[config.mk]
export PLATFORM = sky130hd
export DESIGN_NAME = forr_regs
export DESIGN_NICKNAME = d
export VERILOG_FILES = /design/src/verilog/forr_pkg.sv /design/src/verilog/forr_obs_reg.sv /design/src/verilog/forr_addr_decode.sv /design/src/verilog/forr_regs.sv
export SDC_FILE = /design/constraint.sdc
export NUM_CORES = 1
export LEC_CHECK = 0
export ABC_AREA = 0
export ABC_CLOCK_PERIOD_IN_PS = 3600
export BUFFER_PORTS_ARGS = -buffer_cell sky130_fd_sc_hd__buf_2
export CAP_MARGIN = 25
export CELL_PAD_IN_SITES_DETAIL_PLACEMENT = 2
export CELL_PAD_IN_SITES_GLOBAL_PLACEMENT = 2
export CORE_ASPECT_RATIO = 0.5
export CORE_UTILIZATION = 41
export DETAILED_ROUTE_END_ITERATION = 10
export PLACE_DENSITY_LB_ADDON = 0.1
export SLEW_MARGIN = 20
export SYNTH_ARGS = -nofsm -noshare
export SYNTH_HDL_FRONTEND = slang
export SYNTH_HIERARCHICAL = 1
export SYNTH_SLANG_ARGS = --single-unit
[constraint.sdc]
create_clock -name i_ref_clk -period 3.6 [get_ports i_ref_clk]
set_input_delay 0.72 -clock i_ref_clk [delete_from_list [all_inputs] [get_ports i_ref_clk]]
set_output_delay 0.72 -clock i_ref_clk [all_outputs]
set_load 0.02 [all_outputs]
[src/verilog/forr_pkg.sv]
// package: register map, reset values and variable selectors of the observation bank
package forr_pkg;
    localparam int FORR_NUM_OBS = 7;
    localparam int FORR_DATA_W = 32;
    localparam int FORR_ADDR_W = 16;
    localparam int FORR_IDX_W = 11;

    // printed offsets are word indices; byte address is four times the index
    localparam logic [FORR_IDX_W-1:0] FORR_IDX_COS = 11'h4BC;
    localparam logic [FORR_IDX_W-1:0] FORR_IDX_ALPHA_CUR = 11'h4D4;
    localparam logic [FORR_IDX_W-1:0] FORR_IDX_BETA_CUR = 11'h4D6;
    localparam logic [FORR_IDX_W-1:0] FORR_IDX_ALPHA_VOLT = 11'h4D8;
    localparam logic [FORR_IDX_W-1:0] FORR_IDX_BETA_VOLT = 11'h4DA;
    localparam logic [FORR_IDX_W-1:0] FORR_IDX_DIRECT_CUR = 11'h4E4;
    localparam logic [FORR_IDX_W-1:0] FORR_IDX_QUAD_CUR = 11'h4E6;
    localparam logic [FORR_IDX_W-1:0] FORR_IDX_CTRL = 11'h4F0;
    localparam logic [FORR_IDX_W-1:0] FORR_IDX_STAT = 11'h4F2;

    localparam logic [FORR_ADDR_W-1:0] FORR_ADDR_COS = {3'h0, FORR_IDX_COS, 2'h0};
    localparam logic [FORR_ADDR_W-1:0] FORR_ADDR_ALPHA_CUR = {3'h0, FORR_IDX_ALPHA_CUR, 2'h0};
    localparam logic [FORR_ADDR_W-1:0] FORR_ADDR_BETA_CUR = {3'h0, FORR_IDX_BETA_CUR, 2'h0};
    localparam logic [FORR_ADDR_W-1:0] FORR_ADDR_ALPHA_VOLT = {3'h0, FORR_IDX_ALPHA_VOLT, 2'h0};
    localparam logic [FORR_ADDR_W-1:0] FORR_ADDR_BETA_VOLT = {3'h0, FORR_IDX_BETA_VOLT, 2'h0};
    localparam logic [FORR_ADDR_W-1:0] FORR_ADDR_DIRECT_CUR = {3'h0, FORR_IDX_DIRECT_CUR, 2'h0};
    localparam logic [FORR_ADDR_W-1:0] FORR_ADDR_QUAD_CUR = {3'h0, FORR_IDX_QUAD_CUR, 2'h0};
    localparam logic [FORR_ADDR_W-1:0] FORR_ADDR_CTRL = {3'h0, FORR_IDX_CTRL, 2'h0};
    localparam logic [FORR_ADDR_W-1:0] FORR_ADDR_STAT = {3'h0, FORR_IDX_STAT, 2'h0};

    // observation addresses in selector order
    localparam logic [FORR_ADDR_W-1:0] FORR_OBS_ADDR [FORR_NUM_OBS] = '{
        FORR_ADDR_COS, FORR_ADDR_ALPHA_CUR, FORR_ADDR_BETA_CUR, FORR_ADDR_ALPHA_VOLT,
        FORR_ADDR_BETA_VOLT, FORR_ADDR_DIRECT_CUR, FORR_ADDR_QUAD_CUR};

    localparam logic [FORR_DATA_W-1:0] FORR_OBS_RESET = 32'h0000_0000;
    localparam logic [FORR_DATA_W-1:0] FORR_RDATA_ZERO = 32'h0000_0000;
    localparam logic FORR_FREEZE_RESET = 1'b0;

    // control and status field positions
    localparam int FORR_CTRL_FREEZE_BIT = 0;
    localparam int FORR_STAT_LOADED_LSB = 0;
    localparam int FORR_STAT_FREEZE_BIT = 8;
    localparam int FORR_STAT_PENDING_LSB = 16;

    // selects which variable the control algorithm is writing
    typedef enum logic [2:0] {
        FORR_VAR_COS,
        FORR_VAR_ALPHA_CUR,
        FORR_VAR_BETA_CUR,
        FORR_VAR_ALPHA_VOLT,
        FORR_VAR_BETA_VOLT,
        FORR_VAR_DIRECT_CUR,
        FORR_VAR_QUAD_CUR
    } forr_var_t;
endpackage

[src/verilog/forr_obs_reg.sv]
// one observation register with freeze shadow
`timescale 1ns/1ns
module forr_obs_reg (
    input wire logic i_ref_clk, // core clock
    input wire logic i_resetn, // sync reset, active low
    input wire logic i_update, // algorithm writes this variable
    input wire logic [forr_pkg::FORR_DATA_W-1:0] i_data, // new value
    input wire logic i_freeze, // hold visible value
    output logic [forr_pkg::FORR_DATA_W-1:0] o_value, // visible value
    output logic o_loaded, // written at least once since reset
    output logic o_pending // newer value waiting behind freeze
);
    import forr_pkg::*;

    logic [FORR_DATA_W-1:0] shadow;

    // latest value wins; held back while frozen so reads stay coherent
    always_ff @(posedge i_ref_clk) begin
        if (!i_resetn) begin
            o_value <= FORR_OBS_RESET;
        end else if (i_update && !i_freeze) begin
            o_value <= i_data;
        end else if (!i_freeze && o_pending) begin
            o_value <= shadow;
        end
    end

    always_ff @(posedge i_ref_clk) begin
        if (!i_resetn) begin
            shadow <= FORR_OBS_RESET;
        end else if (i_update) begin
            shadow <= i_data;
        end
    end

    always_ff @(posedge i_ref_clk) begin
        if (!i_resetn) begin
            o_pending <= 1'b0;
        end else if (i_update && i_freeze) begin
            o_pending <= 1'b1;
        end else if (!i_freeze) begin
            o_pending <= 1'b0;
        end
    end

    always_ff @(posedge i_ref_clk) begin
        if (!i_resetn) begin
            o_loaded <= 1'b0;
        end else if (i_update) begin
            o_loaded <= 1'b1;
        end
    end
endmodule

[src/verilog/forr_addr_decode.sv]
// address decode of the observation bank
`timescale 1ns/1ns
module forr_addr_decode (
    input wire logic [forr_pkg::FORR_ADDR_W-1:0] i_paddr, // bus byte address
    output logic [forr_pkg::FORR_NUM_OBS-1:0] o_obs_hit, // one-hot observation hit
    output logic o_ctrl_hit, // control register
    output logic o_stat_hit, // status register
    output logic o_mapped // any register hit
);
    import forr_pkg::*;

    always_comb begin
        for (int k = 0; k < FORR_NUM_OBS; k++) begin
            o_obs_hit[k] = (i_paddr == FORR_OBS_ADDR[k]);
        end
        o_ctrl_hit = (i_paddr == FORR_ADDR_CTRL);
        o_stat_hit = (i_paddr == FORR_ADDR_STAT);
        o_mapped = (|o_obs_hit) || o_ctrl_hit || o_stat_hit;
    end
endmodule

[src/verilog/forr_regs.sv]
// top: read-only observation register bank of the field-oriented controller, APB slave
//
// Operation
// - the commutation-angle cosine reads as a 32-bit value at index 0x4BC, scaled by 2^27.
// - the alpha-axis current reads at index 0x4D4, amperes being value / 2^27 * 1.25.
// - the beta-axis current reads at index 0x4D6, amperes being value / 2^27 * 1.25.
// - the alpha-axis voltage reads at index 0x4D8, volts being value / 2^27 * 60 / sqrt(3).
// - the beta-axis voltage reads at index 0x4DA, volts being value / 2^27 * 60 / sqrt(3).
// - the estimated direct-axis current reads at index 0x4E4, scaled like the other currents.
// - the estimated quadrature-axis current reads at index 0x4E6, scaled like the other currents.
// - after reset every observation register reads zero until the algorithm writes it.
`timescale 1ns/1ns
module forr_regs (
    input wire logic i_ref_clk, // 125 MHz core clock
    input wire logic i_resetn, // sync reset, active low
    input wire logic i_psel, // apb select
    input wire logic i_penable, // apb access phase
    input wire logic i_pwrite, // apb direction
    input wire logic [forr_pkg::FORR_ADDR_W-1:0] i_paddr, // apb byte address
    input wire logic [forr_pkg::FORR_DATA_W-1:0] i_pwdata, // apb write data
    input wire logic [3:0] i_pstrb, // apb byte strobes
    output logic [forr_pkg::FORR_DATA_W-1:0] o_prdata, // apb read data
    output logic o_pready, // apb ready
    output logic o_pslverr, // apb error, unmapped address
    input wire logic i_alg_wr, // algorithm update strobe
    input wire forr_pkg::forr_var_t i_alg_sel, // variable being updated
    input wire logic [forr_pkg::FORR_DATA_W-1:0] i_alg_data, // updated value
    output logic o_freeze // readback freeze state
);
    import forr_pkg::*;

    logic [FORR_NUM_OBS-1:0] obs_hit;
    logic ctrl_hit;
    logic stat_hit;
    logic mapped;
    logic [FORR_NUM_OBS-1:0] obs_update;
    logic [FORR_NUM_OBS-1:0] obs_loaded;
    logic [FORR_NUM_OBS-1:0] obs_pending;
    logic [FORR_DATA_W-1:0] obs_value [FORR_NUM_OBS];
    logic setup_phase;
    logic access_done;
    logic ctrl_write;
    logic [FORR_DATA_W-1:0] next_prdata;
    logic [FORR_DATA_W-1:0] status_word;

    forr_addr_decode u_decode (
        .i_paddr(i_paddr),
        .o_obs_hit(obs_hit),
        .o_ctrl_hit(ctrl_hit),
        .o_stat_hit(stat_hit),
        .o_mapped(mapped)
    );

    // only the algorithm port reaches the observation registers
    always_comb begin
        for (int k = 0; k < FORR_NUM_OBS; k++) begin
            obs_update[k] = i_alg_wr && (i_alg_sel == forr_var_t'(k));
        end
    end

    genvar g;
    generate
        for (g = 0; g < FORR_NUM_OBS; g++) begin : g_obs
            forr_obs_reg u_obs (
                .i_ref_clk(i_ref_clk),
                .i_resetn(i_resetn),
                .i_update(obs_update[g]),
                .i_data(i_alg_data),
                .i_freeze(o_freeze),
                .o_value(obs_value[g]),
                .o_loaded(obs_loaded[g]),
                .o_pending(obs_pending[g])
            );
        end
    endgenerate

    assign setup_phase = i_psel && !i_penable;
    assign access_done = i_psel && i_penable && o_pready;
    assign ctrl_write = access_done && i_pwrite && ctrl_hit && i_pstrb[0];

    always_comb begin
        status_word = FORR_RDATA_ZERO;
        status_word[FORR_STAT_LOADED_LSB +: FORR_NUM_OBS] = obs_loaded;
        status_word[FORR_STAT_FREEZE_BIT] = o_freeze;
        status_word[FORR_STAT_PENDING_LSB +: FORR_NUM_OBS] = obs_pending;
    end

    // read mux: one observation word per aligned address
    always_comb begin
        next_prdata = FORR_RDATA_ZERO;
        for (int k = 0; k < FORR_NUM_OBS; k++) begin
            if (obs_hit[k]) begin
                next_prdata = obs_value[k];
            end
        end
        if (ctrl_hit) begin
            next_prdata[FORR_CTRL_FREEZE_BIT] = o_freeze;
        end
        if (stat_hit) begin
            next_prdata = status_word;
        end
    end

    // zero wait states: ready rises in the access phase, data latched at setup
    always_ff @(posedge i_ref_clk) begin
        if (!i_resetn) begin
            o_pready <= 1'b0;
        end else begin
            o_pready <= setup_phase;
        end
    end

    always_ff @(posedge i_ref_clk) begin
        if (!i_resetn) begin
            o_prdata <= FORR_RDATA_ZERO;
        end else if (setup_phase && !i_pwrite) begin
            o_prdata <= next_prdata;
        end
    end

    // writes to observation words are accepted without error and dropped
    always_ff @(posedge i_ref_clk) begin
        if (!i_resetn) begin
            o_pslverr <= 1'b0;
        end else if (setup_phase) begin
            o_pslverr <= !mapped;
        end else begin
            o_pslverr <= 1'b0;
        end
    end

    always_ff @(posedge i_ref_clk) begin
        if (!i_resetn) begin
            o_freeze <= FORR_FREEZE_RESET;
        end else if (ctrl_write) begin
            o_freeze <= i_pwdata[FORR_CTRL_FREEZE_BIT];
        end
    end

    // checks
    logic [FORR_DATA_W*FORR_NUM_OBS-1:0] obs_flat;
    logic bank_quiet;
    logic [FORR_DATA_W-1:0] last_quad;

    always_comb begin
        for (int k = 0; k < FORR_NUM_OBS; k++) begin
            obs_flat[k*FORR_DATA_W +: FORR_DATA_W] = obs_value[k];
        end
    end

    assign bank_quiet = !i_alg_wr && (o_freeze || !(|obs_pending));

    // latest quadrature word, kept apart from the register so release order can be checked
    always_ff @(posedge i_ref_clk) begin
        if (!i_resetn) begin
            last_quad <= FORR_OBS_RESET;
        end else if (obs_update[6]) begin
            last_quad <= i_alg_data;
        end
    end
endmodule

==> results.md <==
- Status: complete, no violations
- Max Freq: ~360 MHz
- Reg2reg path depth: 4
- Async SR Flop Fraction: 0%
- Logic pwr share: about 6.6%
- Starting Density: between 40% and 50%
- H-tree levels: 2
- MaxCap Viol Count: 0
- Die Wd: 327.0 µm
- WS Path Type: in2reg
- Final setup violation count: 0
- Final period util: 76.55%
- DIE AREA: 53800 µm²
- Worst Path Required: a little over 4 ns
- Worst Path Arrival: 3.23 ns
- Worst Tran Pin Value: 1.046 ns
- Hold path depth: 3
- R2r setup slk: 1.22 ns
- Root buffer cell: clkbuf_16
- Row count: 59
- Setup TNS: 0 ns
- Total routed wirelength: 83040 µm
- HPWL Detailed: just over 50000 µm
- Pre-CTS setup slack: about 0.13 ns
- IO Port Bufs: 93
- Via density: between 6 and 7
- Hold Buf Count CTS: 0
- Worst setup margin: 0.8443 ns
- P&R area growth vs syn: 12.89%
- CP max FO: 31
- Post-DRT Antenna Nets: 0
- Cell internal pwr: slightly below 9 mW
- Worst Clk Skew: 0.02195 ns
- CTS tree: yes
- Fin crit period: ~2.8 ns
- CTS Buffer Depth: 3
- DRC Markers: 0
- Syn_area_per_cell: around 11 µm²
- Clock Power Share: a little under half
- Seq pwr share: 48.1%
- Switch Pwr: a little under 3 mW
- Gp weighted congestion: just under 0.8
- Nets: about 2.1k
- Initial antenna violation count: 13
- Hold Vio Cnt, Final: 0
- Post-synth EDFFs: 0
- Crit end category: flop
- Register area share after synthesis: ~46%
- Boundary Pins: ~130
- Core Footprint: roughly 52000 µm²
- First-pass GRT wire length: around 120000 µm
- Largest net degree at the start of global routing: around 140
- Post-Syn Instances: between 2k and 2.5k
- Die Ht: between 150 and 200 µm
- Vias: 17.34k
- Post-CTS setup buffer count: 0
- Leakage: 8.290 nW
- PwrDens: between 400 and 500 nW/µm²
- Startpoint types: input pin
- RSZ-0062 raised after global routing: no
- Clk sink count: 497
- Most common cell after layout, fill and taps aside: dfxtp_1
- Clock buffer count from CTS: between 40 and 50
- Synthesized cell area: about 22000 µm²
- Final Max Tran Viols: 0
- Total global-route track usage: 30.45%
- Synth Warn #: 6
- Reg clk slew, reported paths: 0.07 ns
- Layout cell share with drive strength beyond 1: a little under a fifth
- Post-synthesis sequential element count: a little under 500
- Top FF cell, synth: dfxtp_1
- Vias in the first global route: 17.75k
- Yosys cell types: 52
- Starting DRT DRC Count: 1342
- Peak VDD IR: between 0.3 and 0.4 mV
- Worst skew pair latency: a little under 0.6 ns
- Post-cts sizing count: 0
- Drt first pass iters: 5
- Grt ovf: 0
- Routed WL per cell: about 30 µm
- Most frequent cells in the layout: dfxtp_1 (497), nor2b_1 (249), mux2i_1 (233)
- Max_slew headroom: between 20 and 30%
- HP Class: in2reg
- Syn Nets: roughly 2.1k
- Net Sw Frac: 24.83%
- Total power draw: 11.85 mW
metrics by stage:
step	utilization, %	hold WS (ns)	cells	area (µm²)
detailed placement	43.79	0.4474	2690	22790
global placement	43.70	0.4405	2687	22740
global route	46.98	0.4420	2781	24450
finish	46.98	0.4118	2781	24450
CTS	46.92	0.4034	2778	24420
floorplan	-	0.4238	2016	21660
cells by family (layout without fill, tap and decap cells):
logic type,Yosys count,in the layout,share of synthesized area [%]
compound gates,657,657,26.90
flops,497,497,45.94
simple gates,409,409,10.92
mux,233,233,10.77
buf+inv,219,282,5.425
xor+xnor,1,1,0.04045
other cells,0,1,0
layout make-up:
type / instances / area (µm²)
fillers: 5263 / 27590
multi-input cells: 1300 / 10700
diodes: 1 / 2.502
well taps: 701 / 877.1
clock buffers: 69 / 1413
clock inverters: 19 / 216.5
flip-flops and latches: 497 / 9950
inverters: 22 / 82.58
repair buffers: 172 / 1207
layer usage:
metal / global-route usage, % / routed length [µm]
met3: 5.945 / 5182
met4: 7.774 / 1782
met2: 47.20 / 36300
met1: 43.26 / 39730
met5: 0 / 40
sequential cells by signal, summed over array words and instances (netlist names):
| name | cells |
|---|---|
| g_obs.u_obs/o_loaded | 7 |
| g_obs.u_obs/o_pending | 7 |
| g_obs.u_obs/o_value | 224 |
| g_obs.u_obs/shadow | 224 |
| o_freeze | 1 |
| o_prdata | 32 |
| o_pready | 1 |
| o_pslverr | 1 |
cells in the mapped netlist (3+ instances only):
library cell | number | area share (%)
o2bb2ai_2 | 70 | 4.9
nand3_1 | 4 | 0.092
o21ba_1 | 7 | 0.32
a21oi_1 | 32 | 0.74
o2bb2ai_1 | 119 | 4.8
a221o_1 | 16 | 0.74
inv_1 | 20 | 0.35
o21ai_0 | 22 | 0.51
nor2_1 | 24 | 0.42
nor2b_1 | 264 | 7.6
o41a_1 | 8 | 0.42
nand4b_1 | 3 | 0.12
buf_2 | 84 | 1.9
a221oi_2 | 9 | 0.62
a221oi_1 | 23 | 0.93
nand2_1 | 77 | 1.3
dfxtp_1 | 497 | 46
o22ai_1 | 7 | 0.20
o221ai_1 | 31 | 1.3
buf_4 | 16 | 0.55
o211a_1 | 42 | 1.9
o211ai_1 | 7 | 0.24
clkbuf_1 | 71 | 1.2
o21a_1 | 21 | 0.73
a22oi_1 | 209 | 7.2
nand2b_1 | 13 | 0.38
nor3_1 | 10 | 0.23
o21ai_1 | 11 | 0.25
mux2i_1 | 233 | 11
buf_6 | 25 | 1.3
o221a_2 | 16 | 0.83
power by group through the flow:
| stage | logic [mW] | registers [mW] | clock network [mW] |
|---|---|---|---|
| after floorplan | 0.452 | 5.79 | 0 |
| after global placement | 0.743 | 5.81 | 0 |
| after detailed placement | 0.771 | 5.81 | 0 |
| after CTS | 0.780 | 5.69 | 5.46 |
| after global routing | 0.829 | 5.70 | 5.71 |
| final | 0.788 | 5.69 | 5.36 |
critical path, cell delays in order:
cell and delay [ns]:
buf_2 0.11, nor4b_4 0.31, nand4_2 0.29, nor3_2 0.39
nor2b_2 0.10, buf_12 0.20, a221oi_1 0.66, nor2_1 0.17
o21a_1 0.23
path summary, 6_finish.rpt:
path / from / to
worst max-delay path: i_paddr[1] / o_prdata[8]$_SDFFE_PN0P_
worst min register to register: g_obs[3].u_obs/o_value[21]$_SDFFE_PN0P_ / g_obs[3].u_obs/o_value[21]$_SDFFE_PN0P_
worst max register to register: o_freeze$_SDFFE_PN0P_ / g_obs[6].u_obs/o_value[30]$_SDFFE_PN0P_
worst min-delay path: i_pwdata[0] / o_freeze$_SDFFE_PN0P_
Power figures use the tool's default switching activity.
